[config.mk]
export PLATFORM = sky130hd
export DESIGN_NAME = rucb_csr_bank
export DESIGN_NICKNAME = d
export VERILOG_FILES = /design/src/rtl/rucb_pkg.sv /design/src/rtl/rucb_pulse_gen.sv /design/src/rtl/rucb_op_pick.sv /design/src/rtl/rucb_csr_bank.sv
export VERILOG_INCLUDE_DIRS = /design/src /design/src/rtl
export SDC_FILE = /design/constraint.sdc
export NUM_CORES = 1
export LEC_CHECK = 0
export BUFFER_PORTS_ARGS = -buffer_cell sky130_fd_sc_hd__buf_2
export CORE_UTILIZATION = 33
export CTS_CLUSTER_DIAMETER = 40
export DETAILED_ROUTE_END_ITERATION = 8
export GPL_TIMING_DRIVEN = 0
export PLACE_DENSITY = 0.51
export SLEW_MARGIN = 20
export SYNTH_ARGS = -nofsm -noshare
export SYNTH_HDL_FRONTEND = slang
export SYNTH_SLANG_ARGS = --single-unit
[constraint.sdc]
create_clock -name clk -period 2.1 [get_ports clk]
set_clock_uncertainty 0.05 [all_clocks]
set_input_delay 0.315 -clock clk [delete_from_list [all_inputs] [get_ports clk]]
set_output_delay 0.315 -clock clk [all_outputs]
set_load 0.02 [all_outputs]
[src/rtl/rucb_defs.svh]
// Notes on behaviour
// - Reserved bit positions of every register read back as zero.
// - Writing a one to an operation bit starts its operation; a zero starts nothing.
// - A write to offset 0 with bit 0 set requests reconfiguration in the cycle right after the write.
// - A write to offset 0 with bit 1 set restarts the user watchdog, alone or with reconfig.
// - A write to offset 1 stores bit 0 as the image-override enable of the input register.
// - Bit 1 of a write to offset 1 is stored as the image select, 0 for image 0, 1 for image 1.
// - Busy rises right after a write to offset 1 and later writes there are dropped until it clears.
// - A write to offset 2 starts the selected readbacks and, if any of bits 3:0 is set, raises busy right after the write.
// - Offset 3 reads busy in bit 0 and zero in bits 31 to 1.
// - While busy, every operation write is ignored except the watchdog restart.
// - Offset 4 reads watchdog upper bits in 11:0, watchdog state in 12, machine state in 16:13.
// - Offsets 5 and 6 read source in 3:0 and machine state in 7:4 of previous apps 1 and 2.
// - Offset 7 reads in bits 1:0 the input register value captured by the last input readback, not the stored fields.
`ifndef RUCB_DEFS_SVH
`define RUCB_DEFS_SVH

// Register indexes
`define RUCB_OFS_TRIG    3'h0
`define RUCB_OFS_IMG     3'h1
`define RUCB_OFS_RDBK    3'h2
`define RUCB_OFS_STATUS  3'h3
`define RUCB_OFS_WDOG    3'h4
`define RUCB_OFS_PREV1   3'h5
`define RUCB_OFS_PREV2   3'h6
`define RUCB_OFS_INPUT   3'h7

// Field positions
`define RUCB_BIT_RECONFIG 0
`define RUCB_BIT_WDRST    1
`define RUCB_BIT_OVR      0
`define RUCB_BIT_SEL      1
`define RUCB_RB_BITS      4
`define RUCB_BIT_WRIMG    4
`define RUCB_WDOG_W       17
`define RUCB_PREV_W       8
`define RUCB_IN_W         2

// Reset values
`define RUCB_ZERO32       32'h0000_0000

// Timing
`define RUCB_CLK_NS       20
`define RUCB_PULSE_NS     40
`define RUCB_PULSE_CYC    ((`RUCB_PULSE_NS + `RUCB_CLK_NS - 1) / `RUCB_CLK_NS)

`endif

[src/rtl/rucb_pkg.sv]
package rucb_pkg;

  typedef enum logic [2:0] {
    OP_RD_WDOG,
    OP_RD_PREV2,
    OP_RD_PREV1,
    OP_RD_INPUT,
    OP_WR_INPUT
  } rucb_op_t;

  typedef enum logic {
    ST_IDLE,
    ST_WAIT
  } rucb_state_t;

  typedef struct packed {
    rucb_state_t state;
    logic        busy;
    logic        ovrEn;
    logic        imgSel;
    logic [4:0]  pend;
    rucb_op_t    op;
    logic        req;
    logic [16:0] wdData;
    logic [7:0]  prev1;
    logic [7:0]  prev2;
    logic [1:0]  inData;
    logic [31:0] rdData;
    logic        rdValid;
  } rucb_csr_t;

  typedef struct packed {
    logic [7:0] cnt;
    logic       outN;
  } rucb_pulse_t;

endpackage : rucb_pkg

[src/rtl/rucb_pulse_gen.sv]
`timescale 1ns/1ps
`default_nettype none
module rucb_pulse_gen #(
  parameter int unsigned CYC = 2
) (
  input  wire logic clk,
  input  wire logic rst_n,
  input  wire logic trig,
  output logic      pulseN
);
  import rucb_pkg::*;

  rucb_pulse_t s;
  rucb_pulse_t next_s;

  // Low pulse of CYC cycles, restarted by a new trigger
  always_comb begin
    next_s = s;
    if (trig) begin
      next_s.cnt = CYC[7:0];
    end else if (s.cnt != 8'h00) begin
      next_s.cnt = s.cnt - 8'h01;
    end
    next_s.outN = (next_s.cnt == 8'h00);
    if (!rst_n) begin
      next_s.cnt  = 8'h00;
      next_s.outN = 1'b1;
    end
  end

  always_ff @(posedge clk) begin
    s <= next_s;
  end

  assign pulseN = s.outN;

endmodule : rucb_pulse_gen
`default_nettype wire

[src/rtl/rucb_op_pick.sv]
`timescale 1ns/1ps
`default_nettype none
module rucb_op_pick (
  input  wire logic [4:0] pend,
  output logic [2:0]      idx,
  output logic            any
);
  import rucb_pkg::*;

  // Image write first, then readbacks from bit 0 upward
  always_comb begin
    idx = 3'h0;
    any = |pend;
    if (pend[4]) begin
      idx = 3'h4;
    end else begin
      for (int i = 3; i >= 0; i--) begin
        if (pend[i]) begin
          idx = 3'(i);
        end
      end
    end
  end

endmodule : rucb_op_pick
`default_nettype wire

[src/rtl/rucb_csr_bank.sv]
`timescale 1ns/1ps
`default_nettype none
`include "rucb_defs.svh"
module rucb_csr_bank #(
  parameter int unsigned PULSE_CYC = `RUCB_PULSE_CYC
) (
  input  wire logic        clk,
  input  wire logic        rst_n,
  input  wire logic [2:0]  address,
  input  wire logic        read,
  input  wire logic        write,
  input  wire logic [31:0] writeData,
  output logic [31:0]      readData,
  output logic             readDataValid,
  output logic             busy,
  output logic             reconfigReqN,
  output logic             wdResetN,
  output rucb_pkg::rucb_op_t hwOp,
  output logic             hwReq,
  output logic [1:0]       hwWrData,
  input  wire logic        hwDone,
  input  wire logic [16:0] hwRdData
);
  import rucb_pkg::*;

  ////////////////////////////////////////////////////////////////////////////
  // State

  rucb_csr_t  s;
  rucb_csr_t  next_s;
  logic       wrTrig;
  logic       wrImg;
  logic       wrRdbk;
  logic       reconfigGo;
  logic       wdogGo;
  logic [4:0] newPend;
  logic [4:0] doneMask;
  logic [2:0] selIdx;
  logic       selAny;

  assign wrTrig = write && (address == `RUCB_OFS_TRIG);
  assign wrImg  = write && (address == `RUCB_OFS_IMG);
  assign wrRdbk = write && (address == `RUCB_OFS_RDBK);

  // Launched in the write cycle itself
  assign reconfigGo = wrTrig && writeData[`RUCB_BIT_RECONFIG] && !s.busy;
  assign wdogGo     = wrTrig && writeData[`RUCB_BIT_WDRST];

  ////////////////////////////////////////////////////////////////////////////
  // Trigger pulses and operation selection

  rucb_pulse_gen #(
    .CYC (PULSE_CYC)
  ) u_reconfig (
    .clk    (clk),
    .rst_n  (rst_n),
    .trig   (reconfigGo),
    .pulseN (reconfigReqN)
  );

  rucb_pulse_gen #(
    .CYC (PULSE_CYC)
  ) u_wdog (
    .clk    (clk),
    .rst_n  (rst_n),
    .trig   (wdogGo),
    .pulseN (wdResetN)
  );

  rucb_op_pick u_pick (
    .pend (s.pend),
    .idx  (selIdx),
    .any  (selAny)
  );

  ////////////////////////////////////////////////////////////////////////////
  // Next state

  always_comb begin
    next_s   = s;
    newPend  = 5'h00;
    doneMask = 5'h00;

    // Input register write
    if (wrImg && !s.busy) begin
      next_s.ovrEn  = writeData[`RUCB_BIT_OVR];
      next_s.imgSel = writeData[`RUCB_BIT_SEL];
      newPend[`RUCB_BIT_WRIMG] = 1'b1;
    end

    // Readback triggers, zero bits start nothing
    if (wrRdbk && !s.busy) begin
      newPend[3:0] = writeData[`RUCB_RB_BITS-1:0];
    end

    // Hardware handshake, one operation at a time
    case (s.state)
      ST_IDLE: begin
        if (selAny) begin
          next_s.op    = rucb_op_t'(selIdx);
          next_s.req   = 1'b1;
          next_s.state = ST_WAIT;
        end
      end
      ST_WAIT: begin
        if (hwDone) begin
          next_s.req   = 1'b0;
          next_s.state = ST_IDLE;
          doneMask     = 5'h01 << s.op;
          case (s.op)
            OP_RD_WDOG:  next_s.wdData = hwRdData;
            OP_RD_PREV2: next_s.prev2  = hwRdData[`RUCB_PREV_W-1:0];
            OP_RD_PREV1: next_s.prev1  = hwRdData[`RUCB_PREV_W-1:0];
            OP_RD_INPUT: next_s.inData = hwRdData[`RUCB_IN_W-1:0];
            default: begin
            end
          endcase
        end
      end
      default: begin
        next_s.state = ST_IDLE;
      end
    endcase

    // New requests win over completion clears
    next_s.pend = (s.pend & ~doneMask) | newPend;
    next_s.busy = (|next_s.pend) || (next_s.state != ST_IDLE);

    // Read port, one cycle latency
    next_s.rdValid = read;
    next_s.rdData  = `RUCB_ZERO32;
    if (read) begin
      if (address == `RUCB_OFS_STATUS) begin
        next_s.rdData = {31'h0000_0000, s.busy};
      end else if (address == `RUCB_OFS_WDOG) begin
        next_s.rdData = {15'h0000, s.wdData};
      end else if (address == `RUCB_OFS_PREV1) begin
        next_s.rdData = {24'h00_0000, s.prev1};
      end else if (address == `RUCB_OFS_PREV2) begin
        next_s.rdData = {24'h00_0000, s.prev2};
      end else if (address == `RUCB_OFS_INPUT) begin
        next_s.rdData = {30'h0000_0000, s.inData};
      end else begin
        next_s.rdData = `RUCB_ZERO32;
      end
    end

    if (!rst_n) begin
      next_s.state   = ST_IDLE;
      next_s.busy    = 1'b0;
      next_s.ovrEn   = 1'b0;
      next_s.imgSel  = 1'b0;
      next_s.pend    = 5'h00;
      next_s.op      = OP_RD_WDOG;
      next_s.req     = 1'b0;
      next_s.wdData  = 17'h0_0000;
      next_s.prev1   = 8'h00;
      next_s.prev2   = 8'h00;
      next_s.inData  = 2'h0;
      next_s.rdData  = `RUCB_ZERO32;
      next_s.rdValid = 1'b0;
    end
  end

  always_ff @(posedge clk) begin
    s <= next_s;
  end

  ////////////////////////////////////////////////////////////////////////////
  // Outputs

  assign readData      = s.rdData;
  assign readDataValid = s.rdValid;
  assign busy          = s.busy;
  assign hwOp          = s.op;
  assign hwReq         = s.req;
  assign hwWrData      = {s.imgSel, s.ovrEn};
endmodule : rucb_csr_bank
`default_nettype wire

== Word level (Yosys, flattened, before mapping) ==
Cells that the tools add are included.

* Memories kept: 0
* Input port bits: 57
* Register bits after elaboration: 99
* Latch bits: 0
* Bits in read-only memories: 0
* Word-level logic and storage cells: 95
* Output and inout bits: 42
* RAM bits: 0

* Shift-type cells: 1
* Magnitude comparators: 0
* Div/mod/pow operators: 0
* Bitwise logic cells: 6
* $add $sub $neg: 2
* Equal/unequal tests: 12
* Multiply operators: 0
* Reductions and logical operators: 27
* Multiplexer cells: 28

{| class="wikitable"
|+ Operators by type and width
! kind !! count
|-
| 8-bit 2-to-1 mux || 8
|-
| 36-bit 2-to-1 mux || 1
|-
| 17-bit 2-to-1 mux || 2
|-
| 8-bit zero test || 2
|-
| 8-bit nonzero test || 2
|-
| 8-bit by 1-bit subtractor with 8-bit output, second input constant || 2
|-
| 3-bit by 2-bit == test with 1-bit output, second input constant || 4
|-
| 3-bit == test, second input constant || 4
|-
| 2-bit 2-to-1 mux || 6
|-
| 3-bit AND reduction || 4
|-
| 5-bit 2-to-1 mux || 2
|-
| 5-bit OR reduction || 2
|-
| 1-bit logical AND || 8
|-
| 3-bit by 1-bit == test with 1-bit output, second input constant || 2
|-
| 3-bit zero test || 2
|-
| 2-bit AND reduction || 3
|-
| 6-bit OR reduction || 1
|-
| 5-bit AND || 1
|-
| 1-bit 2-to-1 mux || 5
|-
| 5-bit inverter || 1
|-
| 5-bit OR || 1
|-
| 1-bit by 3-bit << shifter with 5-bit output, first input constant || 1
|-
| 4-bit 2-to-1 mux || 1
|-
| 2-bit != test, second input constant || 2
|-
| other kinds (6) || 9
|}

== Logic depth before layout (Yosys ltp) ==
Gate-level depths: netlist (run 1).

* Depth after elaboration: 8
* Gate-level depth with buffers: 8
* Gate-level depth less buffers: 7

== Cells and area by module ==
From an unflattened synthesis (run 1), not the netlist that was laid out.

* Cell total of the unflattened synthesis: 411
* Area total of the unflattened synthesis: 3,813.7 um^2

{| class="wikitable"
|+ By module, submodules not included
! module !! cells an instance !! area each (um^2) !! times used !! seq. area each (um^2)
|-
| rucb_csr_bank || 297 || 2,746.4 || 1 || 1,321.3
|-
| rucb_pulse_gen || 53 || 509.2 || 2 || 180.2
|-
| rucb_op_pick || 8 || 48.8 || 1 || 0.0
|}

== Worst setup path before layout (run 1) ==
Ideal clock, no wire load.

* Kind: register to register
* Start point: register s, in the netlist hwOp[0]
* End point: register s, in the netlist busy
* Data required time: 1.930 ns
* Setup time: 0.120 ns
* Setup slack: 0.237 ns
* Period minus slack after synthesis: 1.863 ns
* Arrival: 1.693 ns
* Stages on the path, launching flop included: 7
* Path buffers: 2
* Cells stage by stage: dfxtp_1 > clkbuf_1 > or4b_4 > buf_6 > a22oi_4 > nand3_1 > o31a_1

* Longest elaborated chain between the ends: 8

{| class="wikitable"
|+ Ends and longest elaborated chain
! what !! RTL line !! text
|-
| start, declared || rucb_csr_bank.sv:29 || <nowiki>rucb_csr_t s;</nowiki>
|-
| start signal, assigned || rucb_csr_bank.sv:166 || <nowiki>s <= next_s;</nowiki>
|-
| 1-bit by 3-bit << shifter with 5-bit output || rucb_csr_bank.sv:109 || <nowiki>doneMask = 5'h01 << s.op;</nowiki>
|-
| 5-bit 2-to-1 mux || rucb_csr_bank.sv:106 || <nowiki>if (hwDone) begin</nowiki>
|-
| 5-bit 2-to-1 mux || rucb_csr_bank.sv:97 || <nowiki>case (s.state)</nowiki>
|-
| 5-bit inverter || rucb_csr_bank.sv:126 || <nowiki>next_s.pend = (s.pend & ~doneMask) | newPend;</nowiki>
|-
| 5-bit AND || rucb_csr_bank.sv:126 ||
|-
| 5-bit OR || rucb_csr_bank.sv:126 ||
|-
| 5-bit OR reduction || rucb_csr_bank.sv:127 || <nowiki>next_s.busy = (|next_s.pend) || (next_s.state != ST_IDLE);</nowiki>
|-
| 1-bit logical OR || rucb_csr_bank.sv:127 ||
|}

No other way between the ends.
A chain may end at the register's enable or synchronous reset.

== Final worst setup path (run 1) ==
* Start point: register s[80] (netlist name)
* End point: register s, in the netlist busy

* Longest elaborated chain between the ends: 6
* Elaborated cells between the ends (all ways): 8
* Those cells by class: mux: 2; bitwise: 4; reduce/logical: 2

{| class="wikitable"
|+ Ends and longest elaborated chain
! what !! RTL line
|-
| 5-bit 2-to-1 mux || rucb_csr_bank.sv:97
|-
| 5-bit inverter || rucb_csr_bank.sv:126
|-
| 5-bit AND || rucb_csr_bank.sv:126
|-
| 5-bit OR || rucb_csr_bank.sv:126
|-
| 5-bit OR reduction || rucb_csr_bank.sv:127
|-
| 1-bit logical OR (*) || rucb_csr_bank.sv:127
|}

Every way passes the cells marked *; elsewhere a longest branch is shown, timed or not.

==> results of run 1 <==
state kept, by name, indices dropped and copies added, names as in the netlist:
signal	cells
u_wdog.s	8
hwWrData	2
busy	1
u_reconfig.s	8
hwOp	3
readDataValid	1
s	41
u_wdog.pulseN	1
u_reconfig.pulseN	1
readData	17
hwReq	1
path summary, 6_finish.rpt:
| path | endpoint | slack, ps | cells after the start |
|---|---|---|---|
| worst max-delay path | busy | 130 | 7 |
| worst min-delay path | s[63] | 180 | 3 |
| worst max register to register | busy | 130 | 7 |
| worst min register to register | readData[16] | 400 | 1 |
cell usage in the layout, fill, tap and decap left out, drive strengths merged, types with 12 or more instances in the layout:
cell	instances
a21oi	12
and2	14
a21boi	23
nor2b	31
nor3	14
conb	15
buf	96
clkbuf	24
mux2i	22
nand2	57
nor2	35
dfxtp	84
timing repair:
item	in CTS	in global routing
setup endpoints to repair	0	13
buffers inserted	0	1
gates resized for setup	0	5
hold buffers	0	0
worst max-delay path, delay by kind of cell (launching register included):
kind	cells	cell delay, ps
AOI/OAI and AO/OA	2	470
DFF	1	320
buffers and inverters	2	310
and+or+nand+nor	3	710
kinds of logic (layout without fill, tap and decap cells):
logic type,count (synthesis),count (layout),synth area share (%)
xor gates and xnor gates,10,10,2.26
AOI/OAI and AO/OA,64,64,11.7
other,1,15,0.0967
DFF,84,84,43.3
and+or+nand+nor,184,184,24.3
buffers and inverters,64,134,10.2
muxes,24,24,6.84
adders and majority gates,4,4,1.29
cells in the mapped netlist, drive strengths merged, types with 3 or more instances:
cell type and instances:
a21boi 23, nor3b 3, nand2 57, xor2 3
a21oi 12, inv 10, ha 4, xnor2 7
and2 14, and3 5, clkbuf 14, nor4 5
buf 40, dfxtp 84, nand3 9, nor2 35
nor2b 31, nor3 14, o21ai 10, mux2i 22
routing by layer:
layer	global-route usage, %	share of wire (%)	vias to the layer above
met2	23.0	45	72
met3	3.51	5.6	8
li1	-	-	1574
met1	20.0	49	1311
met5	0	0	-
met4	5.60	1.0	0
through the flow:
stage | setup slack, ps | total power, W | utilization [%] | instance area (um^2) | std cells
after floorplan | 237 | 0.00322 | - | 3930 | 449
after global placement | 8.85 | 0.00353 | 38.4 | 4390 | 647
after detailed placement | 23.2 | 0.00355 | 38.4 | 4390 | 647
after CTS | 4.91 | 0.00538 | 41.4 | 4730 | 662
after global routing | 66.8 | 0.00578 | 41.6 | 4750 | 662
final | 126 | 0.00537 | 41.6 | 4750 | 662
layout make-up:
| class | count | area share, % |
|---|---|---|
| timing repair buffer | 56 | 5.95 |
| tap | 143 | 3.76 |
| inverter | 10 | 0.789 |
| buffer | 53 | 7.47 |
| clock inverter | 4 | 2.05 |
| clock buffer | 11 | 5.11 |
| sequential | 84 | 35.4 |
| multi-input combinational | 301 | 39.5 |
power by group through the flow:
stage,Clock [W],Sequential (W),Combinational (W)
after global placement,0,0.00202,0.00151
after floorplan,0,0.00201,0.00121
after global routing,0.00193,0.00205,0.00179
final,0.00181,0.00201,0.00155
after detailed placement,0,0.00203,0.00152
after CTS,0.00185,0.00200,0.00153
==> metrics.cfg, run 1 <==
[sta]
slew_viol_final=0
period_share_pct=94.0
final_hold_viol_count=0
fmax_mhz=507
slew_headroom_pct=39.6
worst_slew_pin_slew_ps=899
hold_ws_ps=181
setup_viol=0
fin_crit_ps=1970
setup_tns_ps=0
rsz0062_at_grt=no

[setup_path]
crit_required_ps=2280
crit_fanout=9
r2r_start=s[80]
crit_chain=buf_6 > nand2_4 > or4b_4 > buf_6 > a22oi_4 > nand3_1 > o31a_1
cp_common_cell=buf_6
crit_slowest_cell=or4b_4
cp_data_arrival_time_ps=2150
critPathKind=reg -> reg
worst_setup_path_end_kind=register
critPathLaunch=s[80]
cpPeakStageDelay_ps=520
cp-start-kind=register

[detailed_routing]
wl_per_cell_um=12.8
first_iter_violations=121
remaining_drc_errors=0
ant_nets=0
finalWirelength_mm=8.50
vias_per_cell=4.48
via_count=2965
drt_first_pass_iters=4

[cells_and_area]
nets=576
antenna_cells=0
post_route_cells_drive_above_1_share_pct=23.7
area_growth_pct=22.5
fill_cells=1152
final-seq-area_mm2=0.00168
multiInputGateArea_mm2=0.00188

[place]
io_buffers=55
place_congestion=0.791
dp_hpwl_mm=6.19

[cts]
tritoncts=built
cts_root_buffer=clkbuf_16
cts.sinks=84
cts.path.max_buffers=2
clock_latency_ps=330
cts.clk_slew.worst_paths_ps=60
cts_inserted_buffers=9
h-tree-depth=3

[pwr]
netSwitchingPower_w=0.00167
power_frac_clock_pct=33.7
p_comb_share_pct=28.9
seqPwrFrac_pct=37.4
internal-power_w=0.00370
power.leakage_nw=2.10
p_sw_share_pct=31.1
vdd_drop_max_uv=455
p_per_area_mw_per_mm2=1130

[yosys]
synth_area_mm2=0.00388
seq_area_frac_synth_pct=43.3
async_flop_share_pct=0
synth_cell_types=50
ys_ff_latch=84
ys_warn_count=0
synth_edf_count=0
synth_cells=435
syn_area_per_cell_um2=8.92
synth_top_area_share_pct=43.3
synth_area_leaders=dfxtp_1 43%, buf_4 7.2%, mux2i_1 5.7%
synth-main-ff-cell=dfxtp_1
yosysTopAreaCell=dfxtp_1

[global_routing]
grt_overflow_total=0
grt_first_pass_wirelength_mm=14.4
grt_pass1_vias=2880
grtUsageTotal_pct=14.9
grt_antenna_before_repair=0
grt_max_degree=14

[worst_hold_path]
hold_path_class=in -> reg
hold_start=hwRdData[12]

[die]
die_x_um=110
start_util_pct=34.0
fp.coreArea_mm2=0.0114
die-area_mm2=0.0122
ios=99
die_h_um=110
rows=39

[flow_run]
maxCapViolations=0

[run_status]
status=finished clean

No activity file was read; power rests on OpenSTA's default activity.
==> inputs of run 2 (changes only) <==
Settings changed: ABC_AREA set to 1.
==> metrics.cfg, run 2 <==
[run_status]
status=finished clean

[sta]
fin_crit_ps=1510  ; -464 ps
setup_tns_ps=0  ; unchanged
slew_viol_final=0  ; unchanged
rsz0062_at_grt=no
setup_viol=0  ; unchanged
slew_headroom_pct=58.7  ; +19 points
period_share_pct=71.9  ; -22 points
final_hold_viol_count=0  ; unchanged
fmax_mhz=663  ; +31%
worst_slew_pin_slew_ps=619  ; -280 ps

[yosys]
ys_ff_latch=84  ; unchanged
synth_area_mm2=0.00384  ; -1.1%
yosysTopAreaCell=dfxtp_1
seq_area_frac_synth_pct=43.8  ; +0.47 points
synth_cell_types=37  ; -26%
async_flop_share_pct=0  ; unchanged
ys_warn_count=0  ; unchanged
synth_edf_count=0  ; unchanged
synth_area_leaders=dfxtp_1 44%, nor2_1 9.7%, buf_4 7.4%
synth_top_area_share_pct=43.8  ; +0.47 points
syn_area_per_cell_um2=7.62  ; -15%
synth_most_common_cell=nor2_1
synth_cells=504  ; +16%
synth-main-ff-cell=dfxtp_1
synth_common_cells=99 x nor2_1, 84 x dfxtp_1, 66 x nand2_1

[detailed_routing]
via_count=3159  ; +6.5%
wl_met3_um=353  ; -26%
vias_per_cell=4.32  ; -3.6%
first_iter_violations=121  ; unchanged
drt_first_pass_iters=4  ; unchanged
top_layer=met4
finalWirelength_mm=8.53  ; +0.34%
wl_per_cell_um=11.7  ; -9.3%
wirelength_met1_mm=4.39  ; +5.7%
met2_wirelength_mm=3.71  ; -2.0%
remaining_drc_errors=0  ; unchanged
ant_nets=0  ; unchanged

[global_routing]
grt_antenna_before_repair=0  ; unchanged
grt_max_degree=16  ; +2
grt_pass1_vias=2980  ; +3.5%
grt_first_pass_wirelength_mm=14.1  ; -2.3%
grtUsageTotal_pct=15.3  ; +0.48 points
grt_overflow_total=0  ; unchanged

[pwr]
p_per_area_mw_per_mm2=1020  ; -9.4%
power.leakage_nw=2.09  ; -0.12%
vdd_drop_max_uv=490  ; +7.8%

[setup_path]
cp-start-kind=register
crit_slowest_cell=dfxtp_1
cpPeakStageDelay_ps=350  ; -170 ps
critPathKind=reg -> reg
r2r_cells=10  ; +3
crit_fanout=6  ; -3
cp_common_cell=nand2_1
crit_chain=inv_1 > ha_1 > nand2_1 > nor2_4 > nor2_4 > nand3_1 > nand2_1 > nor2_1 > nand2_1 > nand2_1
crit_required_ps=2270  ; about the same
crit_family=simple AND/OR/NAND/NOR gates
worst_setup_path_end_kind=register
r2r_start=u_wdog.s[1]
cp_data_arrival_time_ps=1680  ; -470 ps
cp_num_buf_inv=1  ; -1
rrSetupSlack_ps=590  ; +460 ps
r2r-end=u_wdog.pulseN

[worst_hold_path]
hold_start=hwRdData[5]
hold_path_class=in -> reg
holdPathStages=3  ; unchanged
worstHoldEndpoint=s[56]

[cells_and_area]
utilization_pct=40.7  ; -0.98 points
antenna_cells=0  ; unchanged
final_common_cell=nor2_1
largest_reg_flops=41  ; unchanged
nets=645  ; +12%
max_flop_register=s
post_route_cells_drive_above_1_share_pct=25.5  ; +1.8 points
mostFrequentLayoutCells=99 x nor2_1, 84 x dfxtp_1, 66 x nand2_1
area_growth_pct=20.4

[cts]
cts_inserted_buffers=9  ; unchanged
clock_latency_ps=330  ; about the same
cts_resized=0  ; unchanged
cts_root_buffer=clkbuf_16
cts.clk_slew.worst_paths_ps=60  ; about the same
post_cts_buffers=0  ; unchanged
h-tree-depth=3  ; unchanged
cts_hold_buf=0  ; unchanged
cts.sinks=84  ; unchanged
cts.path.max_buffers=2  ; unchanged
tritoncts=built

[die]
start_util_pct=33.8  ; -0.22 points
die-area_mm2=0.0121  ; -1.0%
fp.coreArea_mm2=0.0114  ; -0.43%
rows=39  ; unchanged
ios=99  ; unchanged
die_x_um=110  ; -0.52%
die_h_um=110  ; -0.52%

[place]
dp_hpwl_mm=6.26  ; +1.2%
io_buffers=55  ; unchanged
place_congestion=0.770  ; -2.6%

[flow_run]
maxCapViolations=0  ; unchanged

[run 2: area by class of cell]
class                   instances  area, um^2
repair buffers                 55         275
multi-input cells             325        1620
plain buffers                  48         355
clock buffers                  10         229
fillers                      1202        6750
inverters                      61         234
well taps                     143         179
clock inverters                 6        48.8
flip-flops and latches         84        1680
[run 2: stage by stage]
| step | hold WS, ps | total power [W] | instances | setup WS (ps) | area (um^2) |
|---|---|---|---|---|---|
| floorplan | 366 | 0.00300 | 518 | 779 | 3890 |
| global placement | 376 | 0.00329 | 716 | 576 | 4350 |
| detailed placement | 379 | 0.00329 | 716 | 593 | 4350 |
| CTS | 175 | 0.00479 | 732 | 587 | 4620 |
| global route | 197 | 0.00509 | 732 | 424 | 4620 |
| finish | 188 | 0.00473 | 732 | 591 | 4620 |
[run 2: worst max path at each step]
stage / cells after the start / endpoint / startpoint
6_report: 10 / u_wdog.pulseN / u_wdog.s[1]
4_1_cts: 10 / u_wdog.pulseN / u_wdog.s[1]
3_3_place_gp: 10 / busy / hwDone
5_1_grt: 10 / u_reconfig.pulseN / u_reconfig.s[1]
3_5_place_dp: 10 / busy / hwDone
2_1_floorplan: 10 / u_wdog.pulseN / u_wdog.s[1]
[run 2: power by group]
group / switching (W) / internal (W) / leakage, nW / total, W
clock network: 0.000662 / 0.000812 / 0.126 / 0.00147
logic: 0.000883 / 0.000522 / 1.29 / 0.00141
registers: 0.000109 / 0.00174 / 0.683 / 0.00185
total: 0.00165 / 0.00308 / 2.09 / 0.00473
[run 2: worst reg2reg max path: cells and delay by family, from the launching register on]
kind	cells	cell delay, ps
buf+inv	1	110
simple gates	8	670
fa+ha+maj	1	220
flops	1	350
[run 2: logic make-up after synthesis]
| family | share of synthesized area [%] |
|---|---|
| xor+xnor | 1.14 |
| buf+inv | 15.4 |
| fa+ha+maj | 1.30 |
| flops | 43.8 |
| other cells | 0.0977 |
| compound gates | 13.7 |
| simple gates | 24.6 |
[run 2: layer usage]
metal	global-route usage, %	up-vias
met5	0	-
met4	5.14	0
met3	3.38	6
met2	24.9	64
met1	20.0	1382
li1	-	1707
==> inputs of run 3 (changes only) <==
Clock period 2.1 ns to 1.46 ns, I/O delays scaled along.
==> metrics.cfg, run 3 (synthesis results as in run 2) <==
[cells_and_area]
mostFrequentLayoutCells=85 x nor2_1, 75 x dfxtp_1, 59 x nand2_1
final_common_cell=nor2_1
largest_reg_flops=41  ; unchanged
nets=651  ; +0.93%
antenna_cells=0  ; unchanged
max_flop_register=s
area_growth_pct=27.3
utilization_pct=43.0  ; +2.3 points
final_cell_area_mm2=0.00489  ; +5.7%
post_route_cells_drive_above_1_share_pct=33.9  ; +8.5 points

[place]
place_congestion=0.770  ; unchanged
pre_cts_ws_ps=-39.2  ; -632 ps
dpl_cell_area_mm2=0.00435  ; unchanged
dp_hpwl_mm=6.26  ; unchanged
io_buffers=55  ; unchanged

[setup_path]
critPathKind=reg -> reg
crit_fanout=9  ; +3
crit_required_ps=1650  ; -620 ps
rrSetupSlack_ps=8  ; -580 ps
cp-start-kind=register
worst_setup_path_end_kind=register
r2r_start=s[80]
r2r_cells=8  ; -2
cp_data_arrival_time_ps=1640  ; -40 ps
r2r-end=s[65]

[run_status]
status=finished clean

[detailed_routing]
first_iter_violations=138  ; +14%
drt_first_pass_iters=5  ; +1
remaining_drc_errors=0  ; unchanged
vias_per_cell=4.38  ; +1.6%
finalWirelength_mm=8.89  ; +4.2%
ant_nets=0  ; unchanged
wl_per_cell_um=12.0  ; +3.3%
via_count=3236  ; +2.4%

[pwr]
p_per_area_mw_per_mm2=1480  ; +45%
p_comb_share_pct=32.7  ; +3.0 points
vdd_drop_max_uv=669  ; +37%
power.leakage_nw=2.17  ; +3.7%
p_sw_share_pct=35.8  ; +0.80 points
seqPwrFrac_pct=37.9  ; -1.3 points
power_frac_clock_pct=29.4  ; -1.7 points
netSwitchingPower_w=0.00259  ; +57%
internal-power_w=0.00465  ; +51%

[global_routing]
grt_overflow_total=0  ; unchanged
grt_antenna_before_repair=0  ; unchanged
grtUsageTotal_pct=15.3  ; unchanged
grt_first_pass_wirelength_mm=14.1  ; unchanged
grt_max_degree=16  ; unchanged
grt_pass1_vias=2979  ; -0.034%

[cts]
h-tree-depth=3  ; unchanged
clock_latency_ps=340  ; about the same
cts.sinks=84  ; unchanged
cts_root_buffer=clkbuf_16
cts.clk_slew.worst_paths_ps=70  ; about the same
cts.path.max_buffers=2  ; unchanged
cts_inserted_buffers=9  ; unchanged
tritoncts=built

[sta]
slew_headroom_pct=57.2  ; -1.5 points
rsz0062_at_grt=yes
setup_slack_ps=8.08  ; -583 ps
setup_viol=0  ; unchanged
fmax_mhz=689  ; +3.9%
hold_ws_ps=84.0  ; -104 ps
worst_slew_pin_slew_ps=642  ; +22.5 ps
period_share_pct=99.4  ; +28 points
slew_viol_final=0  ; unchanged
final_hold_viol_count=0  ; unchanged
fin_crit_ps=1450  ; -57.3 ps

[die]
fp.coreArea_mm2=0.0114  ; unchanged
die-area_mm2=0.0121  ; unchanged
start_util_pct=33.8  ; unchanged
ios=99  ; unchanged
die_h_um=110  ; unchanged
rows=39  ; unchanged
die_x_um=110  ; unchanged

[worst_hold_path]
hold_path_class=in -> reg
hold_start=hwRdData[16]
worstHoldEndpoint=s[67]
holdPathStages=3  ; unchanged

[flow_run]
maxCapViolations=0  ; unchanged

-- run 3: worst max-delay path: stages (launching register included) --
cell and delay [ps]:
dfxtp_4 370, nand2_4 60, nor2_4 190, and2_4 190
buf_12 130, inv_8 50, buf_12 130, o21ai_4 140
a21oi_2 40
-- run 3: worst max path at each step --
stage / start / depth (start not counted) / slack [ps] / to
after global placement: u_wdog.s[1] / 10 / -40 / u_wdog.pulseN
after CTS: s[80] / 8 / 0.2 / s[65]
final: s[80] / 8 / 8 / s[65]
after global routing: s[80] / 9 / -70 / busy
after floorplan: u_wdog.s[1] / 10 / 140 / u_wdog.pulseN
after detailed placement: u_wdog.s[1] / 10 / -40 / u_wdog.pulseN
-- run 3: routing by layer --
metal,up-vias,global-route usage (%),part of all wire [%]
met2,73,24.9,44
met1,1436,20.0,49
met5,-,0,0
met3,12,3.38,4.9
met4,0,5.14,1.4
li1,1715,-,-
-- run 3: cell type report --
class	instances	area [um^2]
fill	1189	6480
multi-input combinational	325	1780
sequential	84	1700
buffer	48	369
timing repair buffer	61	338
inverter	61	244
clock buffer	10	229
tap	143	179
clock inverter	6	48.8
-- run 3: stage by stage --
step,instances,setup TNS (ps),total power [W]
after floorplan,518,0,0.00432
after global placement,716,-103,0.00473
after detailed placement,716,-90.8,0.00474
after CTS,732,0,0.00690
after global routing,738,-622,0.00776
final,738,0,0.00724
-- run 3: power by group through the flow --
| stage | sequential [W] | clock (W) | combinational (W) |
|---|---|---|---|
| finish | 0.00274 | 0.00213 | 0.00237 |
| global route | 0.00277 | 0.00228 | 0.00271 |
| CTS | 0.00268 | 0.00219 | 0.00204 |
| detailed placement | 0.00272 | 0 | 0.00202 |
| global placement | 0.00271 | 0 | 0.00201 |
| floorplan | 0.00270 | 0 | 0.00162 |
-- run 3: what timing repair did --
| action | 4_1_cts | 5_1_grt |
|---|---|---|
| pin swaps | 0 | 17 |
| buffers inserted | 0 | 5 |
| gates resized for setup | 7 | 59 |
| hold buffers | 0 | 0 |
| endpoints found under the setup margin | 6 | 32 |
| gates cloned | 0 | 1 |
